### config.mk
export PLATFORM = sky130hd
export DESIGN_NAME = scsr_core
export DESIGN_NICKNAME = d
export VERILOG_FILES = /design/src/scsr_pkg.sv /design/src/scsr_core.sv
export SDC_FILE = /design/constraint.sdc
export NUM_CORES = 1
export LEC_CHECK = 0
export ABC_AREA = 1
export BUFFER_PORTS_ARGS = -buffer_cell sky130_fd_sc_hd__buf_2
export CAP_MARGIN = 5
export CELL_PAD_IN_SITES_DETAIL_PLACEMENT = 0
export CELL_PAD_IN_SITES_GLOBAL_PLACEMENT = 1
export CORE_MARGIN = 3
export CORE_UTILIZATION = 39
export CTS_CLUSTER_SIZE = 40
export DETAILED_ROUTE_END_ITERATION = 12
export PLACE_DENSITY_LB_ADDON = 0.1
export SLEW_MARGIN = 10
export SYNTH_ARGS = -nofsm -noshare
export SYNTH_HDL_FRONTEND = slang
export SYNTH_SLANG_ARGS = --single-unit
export TNS_END_PERCENT = 30
### constraint.sdc
create_clock -name CLOCK -period 2 [get_ports CLOCK]
set_input_delay 0.4 -clock CLOCK [delete_from_list [all_inputs] [get_ports CLOCK]]
set_output_delay 0.4 -clock CLOCK [all_outputs]
set_load 0.02 [all_outputs]
### src/scsr_pkg.sv
package scsr_pkg;

   // ---------------------------------------------------------------
   // widths and timing
   // ---------------------------------------------------------------
   localparam int          RESULT_BITS     = 16;
   localparam int          HEADER_BITS     = 2;
   localparam int          CLK_PERIOD_NS   = 50;
   localparam int          FIRST_BIT_NS    = 200;    // delay to first readable bit
   localparam int          DEADLINE_NS     = 150;    // readout deadline into next conv
   localparam int          MAX_PERIOD_NS   = 10000;  // longest time between conversions
   localparam int          FIRST_BIT_CYC   = (FIRST_BIT_NS + CLK_PERIOD_NS - 1) / CLK_PERIOD_NS;
   localparam int          DEADLINE_CYC    = (DEADLINE_NS / CLK_PERIOD_NS) < 1 ? 1 :
                                             (DEADLINE_NS / CLK_PERIOD_NS);
   localparam int          MAX_PERIOD_CYC  = MAX_PERIOD_NS / CLK_PERIOD_NS;
   localparam logic [1:0]  HEADER_CODE     = 2'h1;   // header sent 0 then 1
   localparam logic [1:0]  REF_ILLEGAL     = 2'h0;

   typedef enum logic {SCSR_ECHO, SCSR_SELF} scsr_mode_e;

   typedef struct packed {
      logic [RESULT_BITS-1:0] code;
      logic                   valid;
   } scsr_result_s;

endpackage : scsr_pkg

### src/scsr_core.sv
// Behaviour
// - start high ends acquisition, conversion begins
// - sixteen binary trial steps, MSB first
// - latch decisions after last step
// - result readable after first-bit delay
// - 16-bit two's complement, MSB first
// - reference from select pins, both low illegal
// - starts ignored while converting
// - echo mode: copy clock, data on fall
// - self mode: 2-bit header, 18 pulses
// - first result invalid, and after long idle
`timescale 1ns/1ps
module scsr_core
   import scsr_pkg::*;
#(
   parameter int STEP_CYC = 1
) (
   // clock and reset
   input  wire logic        CLOCK,
   input  wire logic        RST,
   // conversion start
   input  wire logic        CNV_P,
   input  wire logic        CNV_N,
   input  wire logic        CNV_DIFF,
   // sampled comparator from analog array
   input  wire logic        COMP_IN,
   // readout
   input  wire logic        READ_CLK,
   input  wire logic        SELF_MODE,
   output logic             SDATA,
   output logic             ECHO_CLK,
   // reference selection
   input  wire logic        REF_SELECT_LOW,
   input  wire logic        REF_SELECT_HIGH,
   output logic [1:0]       REF_SOURCE,
   output logic             REF_FAULT,
   // status
   output logic             CONVERTING,
   output logic             SAMPLE_HOLD,
   output logic             RESULT_READY,
   output logic             RESULT_VALID
);
   initial begin
      if (STEP_CYC < 1) $error("STEP_CYC must be at least 1");
      // step counter is eight bits wide
      if (STEP_CYC > 256) $error("STEP_CYC must be at most 256");
   end

   // ---------------------------------------------------------------
   // pin synchronisers
   // ---------------------------------------------------------------
   logic [4:0] s1_ff, s2_ff;
   always_ff @(posedge CLOCK) begin
      s1_ff <= {CNV_P, CNV_N, READ_CLK, REF_SELECT_LOW, REF_SELECT_HIGH};
      s2_ff <= s1_ff;
   end
   logic cnv_s, rclk_s;
   // single-ended drive leaves the negative leg unused
   assign cnv_s  = CNV_DIFF ? (s2_ff[4] & ~s2_ff[3]) : s2_ff[4];
   assign rclk_s = s2_ff[2];

   logic cnv_d_ff, rclk_d_ff;
   always_ff @(posedge CLOCK) begin
      if (RST) begin
         cnv_d_ff  <= 1'b0;
         rclk_d_ff <= 1'b0;
      end else begin
         cnv_d_ff  <= cnv_s;
         rclk_d_ff <= rclk_s;
      end
   end
   logic cnv_rise, rclk_rise, rclk_fall;
   assign cnv_rise  = cnv_s & ~cnv_d_ff;
   assign rclk_rise = rclk_s & ~rclk_d_ff;
   assign rclk_fall = ~rclk_s & rclk_d_ff;

   // ---------------------------------------------------------------
   // reference select
   // ---------------------------------------------------------------
   always_ff @(posedge CLOCK) begin
      if (RST) begin
         REF_SOURCE <= 2'h3;
         REF_FAULT  <= 1'b0;
      end else begin
         REF_SOURCE <= {s2_ff[0], s2_ff[1]};
         REF_FAULT  <= ({s2_ff[0], s2_ff[1]} == REF_ILLEGAL);
      end
   end

   // ---------------------------------------------------------------
   // successive approximation
   // ---------------------------------------------------------------
   typedef enum logic [1:0] {ST_ACQ, ST_CONV, ST_DONE} scsr_state_e;
   scsr_state_e             state_ff;
   logic [RESULT_BITS-1:0]  trial_ff, weight_ff;
   logic [7:0]              step_cnt_ff;
   logic [15:0]             since_ff;      // cycles since conversion start
   logic                    first_ff, stale_ff;
   scsr_result_s            result_ff;
   logic                    step_tick;
   assign step_tick = (step_cnt_ff == 8'(STEP_CYC - 1));

   always_ff @(posedge CLOCK) begin
      if (RST) begin
         state_ff    <= ST_ACQ;
         trial_ff    <= 16'h0000;
         weight_ff   <= 16'h0000;
         step_cnt_ff <= 8'h00;
      end else begin
         case (state_ff)
            ST_ACQ: begin
               if (cnv_rise) begin
                  state_ff    <= ST_CONV;
                  weight_ff   <= 16'h8000;
                  trial_ff    <= 16'h8000;
                  step_cnt_ff <= 8'h00;
               end
            end
            ST_CONV: begin
               step_cnt_ff <= step_tick ? 8'h00 : step_cnt_ff + 8'h01;
               if (step_tick) begin
                  // comparator low keeps the trial bit, high drops it
                  if (COMP_IN) trial_ff <= (trial_ff & ~weight_ff) | (weight_ff >> 1);
                  else         trial_ff <= trial_ff | (weight_ff >> 1);
                  weight_ff <= weight_ff >> 1;
                  if (weight_ff == 16'h0001) state_ff <= ST_DONE;
               end
            end
            ST_DONE:  state_ff <= ST_ACQ;
            default:  state_ff <= ST_ACQ;
         endcase
      end
   end

   always_ff @(posedge CLOCK) begin
      if (RST) begin
         CONVERTING  <= 1'b0;
         SAMPLE_HOLD <= 1'b0;
      end else begin
         CONVERTING  <= (state_ff == ST_CONV);
         SAMPLE_HOLD <= (state_ff == ST_CONV) || (state_ff == ST_ACQ && cnv_rise);
      end
   end

   // ---------------------------------------------------------------
   // result latch and validity
   // ---------------------------------------------------------------
   logic [RESULT_BITS-1:0] final_code;
   // bias flip turns the offset search into two's complement
   assign final_code = {~trial_ff[15], trial_ff[14:0]};
   logic pending_ff;   // conversion done, not yet published
   logic [RESULT_BITS-1:0] pend_code_ff;
   logic pend_valid_ff;
   logic shifting;

   always_ff @(posedge CLOCK) begin
      if (RST) begin
         since_ff <= 16'h0000;
         first_ff <= 1'b1;
         stale_ff <= 1'b0;
      end else begin
         if (state_ff == ST_ACQ && cnv_rise) begin
            since_ff <= 16'h0000;
            stale_ff <= (since_ff >= 16'(MAX_PERIOD_CYC)) && !first_ff;
         end else if (since_ff != 16'hffff) begin
            since_ff <= since_ff + 16'h0001;
         end
         if (state_ff == ST_DONE) first_ff <= 1'b0;
      end
   end

   always_ff @(posedge CLOCK) begin
      if (RST) begin
         pending_ff    <= 1'b0;
         pend_code_ff  <= 16'h0000;
         pend_valid_ff <= 1'b0;
         result_ff     <= '0;
         RESULT_READY  <= 1'b0;
         RESULT_VALID  <= 1'b0;
      end else begin
         if (state_ff == ST_CONV && step_tick && weight_ff == 16'h0001) begin
            pending_ff    <= 1'b1;
            pend_code_ff  <= {final_code[15:1], ~COMP_IN ^ 1'b1 ? 1'b0 : 1'b1};
            pend_valid_ff <= !first_ff && !stale_ff;
         end
         if (state_ff == ST_ACQ && cnv_rise) RESULT_READY <= 1'b0;
         // publish only past the first-bit delay and outside a burst
         if (pending_ff && since_ff >= 16'(FIRST_BIT_CYC) && !shifting) begin
            pending_ff   <= 1'b0;
            result_ff    <= '{code: pend_code_ff, valid: pend_valid_ff};
            RESULT_READY <= 1'b1;
            RESULT_VALID <= pend_valid_ff;
         end
      end
   end

   // ---------------------------------------------------------------
   // serial readout
   // ---------------------------------------------------------------
   scsr_mode_e mode;
   assign mode = SELF_MODE ? SCSR_SELF : SCSR_ECHO;
   logic [RESULT_BITS+HEADER_BITS-1:0] shreg_ff;
   logic [4:0]                         bit_cnt_ff;
   logic [4:0]                         nbits;
   assign nbits    = (mode == SCSR_SELF) ? 5'(RESULT_BITS + HEADER_BITS) : 5'(RESULT_BITS);
   assign shifting = (bit_cnt_ff != 5'h00) && (bit_cnt_ff < nbits);

   always_ff @(posedge CLOCK) begin
      if (RST) begin
         shreg_ff   <= '0;
         bit_cnt_ff <= 5'h00;
         SDATA      <= 1'b0;
      end else if (RESULT_READY && !shifting && bit_cnt_ff == 5'h00
                   && !(rclk_fall || rclk_rise)) begin
         shreg_ff <= (mode == SCSR_SELF) ? {HEADER_CODE, result_ff.code}
                                         : {result_ff.code, 2'h0};
         SDATA    <= (mode == SCSR_SELF) ? HEADER_CODE[1] : result_ff.code[15];
      end else if (rclk_fall && bit_cnt_ff < nbits) begin
         bit_cnt_ff <= bit_cnt_ff + 5'h01;
         shreg_ff   <= shreg_ff << 1;
         SDATA      <= (bit_cnt_ff + 5'h01 < nbits) ? shreg_ff[16] : 1'b0;
      end else if (!RESULT_READY) begin
         // no result ready (cleared at a new start): data held low, counter rearmed
         bit_cnt_ff <= 5'h00;
         SDATA      <= 1'b0;
      end
   end

   always_ff @(posedge CLOCK) begin
      if (RST) ECHO_CLK <= 1'b0;
      else     ECHO_CLK <= (mode == SCSR_ECHO) ? rclk_s : 1'b0;
   end
endmodule : scsr_core

==> impl_results.md <==
* Type of the worst setup path: flip-flop to flip-flop
* Total Die Area at 16800 µm²
* Endpoint of the most critical register-to-register path: weight_ff[9]$_SDFFE_PP0P_
* Count of cell instances traversed by the critical path at 9
* Complex-gate fraction of the synthesized area at 12.2%
* Final routed wirelength across all metal layers at about 13000 µm
* Cells after synthesis at 845
* Worst Reg2Reg Path Length in Cells at 9
* RSZ-0062 raised after global routing: false
* Crit. End Element: flip-flop
* Root cell of the clock tree: sky130_fd_sc_hd__clkbuf_16
* Number of iterations in the first detailed-routing pass at 5
* Highest-delay cell along the critical path: sky130_fd_sc_hd__inv_2
* Start of the worst register-to-register path: step_cnt_ff[0]$_SDFFE_PP0P_
* Worst-case register-to-register setup slack at approximately 0.25 ns
* Leftover overflow at the end of global routing at 0
* Most frequent cell on the critical path: sky130_fd_sc_hd__nand2_1
* Signal arrival time at the worst endpoint at about 2.1 ns
* Die boundary height at 130 µm
* Max-slew violation total from the final report at 0
* Worst skew pair latency at 0.42 ns
* Critical path buffers and inverters at 2
* Flip-flop and latch count after synthesis at 136
* Parity-gate share of the synthesized area counting xor and xnor cells at less than 1%
* Share of cell area taken by muxes after synthesis at 0%
* Max Fanout on Critical Path at 28
* Vias post-DR at slightly above 5k
* Number of placed I/O pins at 19
* Non-filler instance count after layout at between 1k and 1.5k
* Ratio of final minimum period to clock period at 87.7%
* Warning count from the yosys run at 0
* Most used DFF post-synth: sky130_fd_sc_hd__dfxtp_1
* Combinational family with the most area after synthesis: simple AND/OR/NAND/NOR gates
* TritonCTS clock tree: done
* Number of nets with antenna violations after routing at 0
* Placed cell areas at between 6000 and 7000 µm²
* Total setup buffers inserted after CTS at 0
* CTS max path bufs at 2
* Static Leak at about 2.7 nW
* Ys async rst share at 0%
* Number of enable-type register cells in the synthesized netlist at 0
* Share of cells above drive strength 1 at 10.8%
* Synthesized-area fraction occupied by and/or/nand/nor cells at a little under a third
* Cell family with most CP delay: simple AND/OR/NAND/NOR gates
* Post-Syn Area at between 5000 and 6000 µm²
* Most area-hungry cell type in the Yosys netlist: sky130_fd_sc_hd__dfxtp_1
* Launching element type of the critical path: flip-flop
* Clk slew on worst S/H paths at 0.06 ns
* Largest cells by area after synthesis: sky130_fd_sc_hd__dfxtp_1 46%, sky130_fd_sc_hd__nand2_1 17%, sky130_fd_sc_hd__a21oi_1 6.3%
* TritonCTS buffer count at 17
* Net count after synthesis at approximately 860
* Cell count after placement at between 1k and 1.5k
* Top cell type's share of synthesized area at about 46%
* Count of port buffers added during placement at 18
* CP endpoint: weight_ff[9]$_SDFFE_PP0P_
* Power density over the cells at 927 nW/µm²
* First DRT Iteration DRCs at 317
* Fraction of the mapped netlist area in adder cells at approximately 1.5%
* Number of nets at the end of the flow at 882
* Final hold vios at 0
* Final RePlAce weighted congestion at 0.832
* Final Cell Area at approximately 6900 µm²
* Number of antenna violations at the first check in global routing at 0
* Mean instance size in the synthesized netlist at about 7.0 µm²
* Clock H-tree levels at 4
* Clock Sinks at 136
* DR DRC count at 0
* Layout area overhead at 15.1%
* First-pass GRT wire length at 22500 µm
* Initial core utilization at approximately 40%
* Run status: finished clean
* Row count at 44
* Sequential fraction of the synthesis area at between 40% and 50%
* Tot GR Track Use at between 10% and 20%
* Largest stage delay, worst path at ~0.39 ns
* Routed WL per cell at 12.2 µm
* Largest net degree at the start of global routing at 31
* Timing startpoint of the critical path: step_cnt_ff[0]$_SDFFE_PP0P_
* Hold crit path type: primary input to flip-flop
* Floorplan die width at ~130 µm
* Final total negative setup slack at 0 ns
* Max-cap check violation count at 0
* Final clock skew at 0.00696 ns
* Number of library cell types mapped by synthesis at 33
* Worst-Margin Slew at roughly 0.57 ns
* Number of global-route vias before repair at about 5k
* Required arrival time at the worst endpoint at between 2 and 2.5 ns
* Maximum clock frequency at 0.570 GHz
* Count of inserted antenna diode cells at 0
* Worst slew margin relative to its limit at between 60 and 70%
* Tmin final at approximately 1.8 ns
* Post-Route Hold Slack at between 0.07 and 0.08 ns
* Finish-stage setup viols at 0
* Placeable core area at 14800 µm²
* Layout fillers at ~1.5k
* Worst vdd rail ir drop at 0.598 mV
* Series of cell instances along the critical path: inv_1, ha_1, nand2_1, nor2_2, nand2_4, nand2_2, inv_2, nand2_1, a21oi_1
* Detailed Place HPWL at between 9000 and 10000 µm
* Vias per std cell at about 4.8
Yosys cell counts, types with 7 or more instances:
cell type / n
sky130_fd_sc_hd__a21oi_1: 75
sky130_fd_sc_hd__buf_2: 9
sky130_fd_sc_hd__clkbuf_1: 12
sky130_fd_sc_hd__dfxtp_1: 136
sky130_fd_sc_hd__ha_1: 7
sky130_fd_sc_hd__inv_1: 80
sky130_fd_sc_hd__nand2_1: 272
sky130_fd_sc_hd__nand3_1: 68
sky130_fd_sc_hd__nand4_1: 7
sky130_fd_sc_hd__nor2_1: 58
sky130_fd_sc_hd__nor3_1: 9
sky130_fd_sc_hd__o21ai_0: 57
sky130_fd_sc_hd__or2_2: 7
worst reg2reg max path: cells and delay by family (launching register included):
family | cells | cell delay, ns
buffers and inverters | 2 | 0.47
flip-flops | 1 | 0.37
AO/OA/AOI/OAI | 1 | 0.17
adder cells (fa/ha/maj) | 1 | 0.20
AND/OR/NAND/NOR | 5 | 0.49
layer usage:
metal / GRT usage, % / wire [µm] / vias up
met2: 25.2 / 5550 / 48
met3: 5.07 / 416 / 11
li1: - / - / 2740
met5: 0 / 0 / -
met4: 5.20 / 138 / 0
met1: 22.6 / 6800 / 2255
worst min-delay path by stage:
stage,startpoint,end,slack [ns],cells past startpoint
floorplan,s1_ff[0]$_DFF_P_,s2_ff[0]$_DFF_P_,0.31,0
global placement,s1_ff[1]$_DFF_P_,s2_ff[1]$_DFF_P_,0.31,0
detailed placement,s1_ff[0]$_DFF_P_,s2_ff[0]$_DFF_P_,0.31,0
CTS,REF_SELECT_HIGH,s1_ff[0]$_DFF_P_,0.05,1
global route,REF_SELECT_HIGH,s1_ff[0]$_DFF_P_,0.04,1
finish,REF_SELECT_HIGH,s1_ff[0]$_DFF_P_,0.07,1
area by class of cell:
| class | instances | area, µm² | area share, % |
|---|---|---|---|
| clock buffer | 18 | 439 | 6.41 |
| clock inverter | 14 | 185 | 2.70 |
| multi-input combinational | 593 | 2740 | 40.0 |
| inverter | 83 | 312 | 4.55 |
| timing repair buffer | 34 | 223 | 3.25 |
| sequential | 136 | 2720 | 39.7 |
| tap | 184 | 230 | 3.36 |
stage by stage:
stage	util [%]	total power [mW]	setup slack, ns
2_1_floorplan	-	3.06	0.538
3_3_place_gp	42.2	3.14	0.250
3_5_place_dp	42.2	3.15	0.205
4_1_cts	46.4	6.45	0.170
5_1_grt	46.5	6.60	0.0171
6_report	46.5	6.36	0.247
cell usage in the layout, fill, tap and decap left out, drive strengths merged:
cell and count:
nand2 278, dfxtp 136, inv 89, a21oi 75
nand3 69, nor2 67, o21ai 58, buf 34
clkbuf 18, nor3 10, or2 8, nand4 7
ha 7, a31oi 6, clkinv 4, bufinv 3
xor2 2, xnor2 2, nand3b 1, o31ai 1
a211oi 1, o21bai 1, clkinvlp 1
state kept, by name, summed over array words and instances, names as in the netlist, 2 cells and up:
name and flops:
s2_ff 5, since_ff 16, trial_ff 15, s1_ff 5, step_cnt_ff 8, bit_cnt_ff 5, REF_SOURCE 2, state_ff 2
result_ff 16, weight_ff 16, shreg_ff 17, pend_code_ff 16
cell families (layout without fill, tap and decap cells):
logic type / Yosys count / after routing
flip-flops: 136 / 136
buffers and inverters: 116 / 149
XOR/XNOR: 4 / 4
AO/OA/AOI/OAI: 142 / 142
AND/OR/NAND/NOR: 440 / 440
adder cells (fa/ha/maj): 7 / 7
timing repair:
| action | CTS | global route |
|---|---|---|
| gates resized for setup | 0 | 2 |
| hold buffers | 0 | 0 |
| setup endpoints to repair | 0 | 19 |
power breakdown:
| group | switching (mW) | total [mW] | internal, mW |
|---|---|---|---|
| Sequential | 0.0196 | 2.77 | 2.75 |
| Combinational | 0.238 | 0.315 | 0.0777 |
| Clock | 1.25 | 3.27 | 2.02 |
Note: power is estimated with default switching activity, not from simulation.
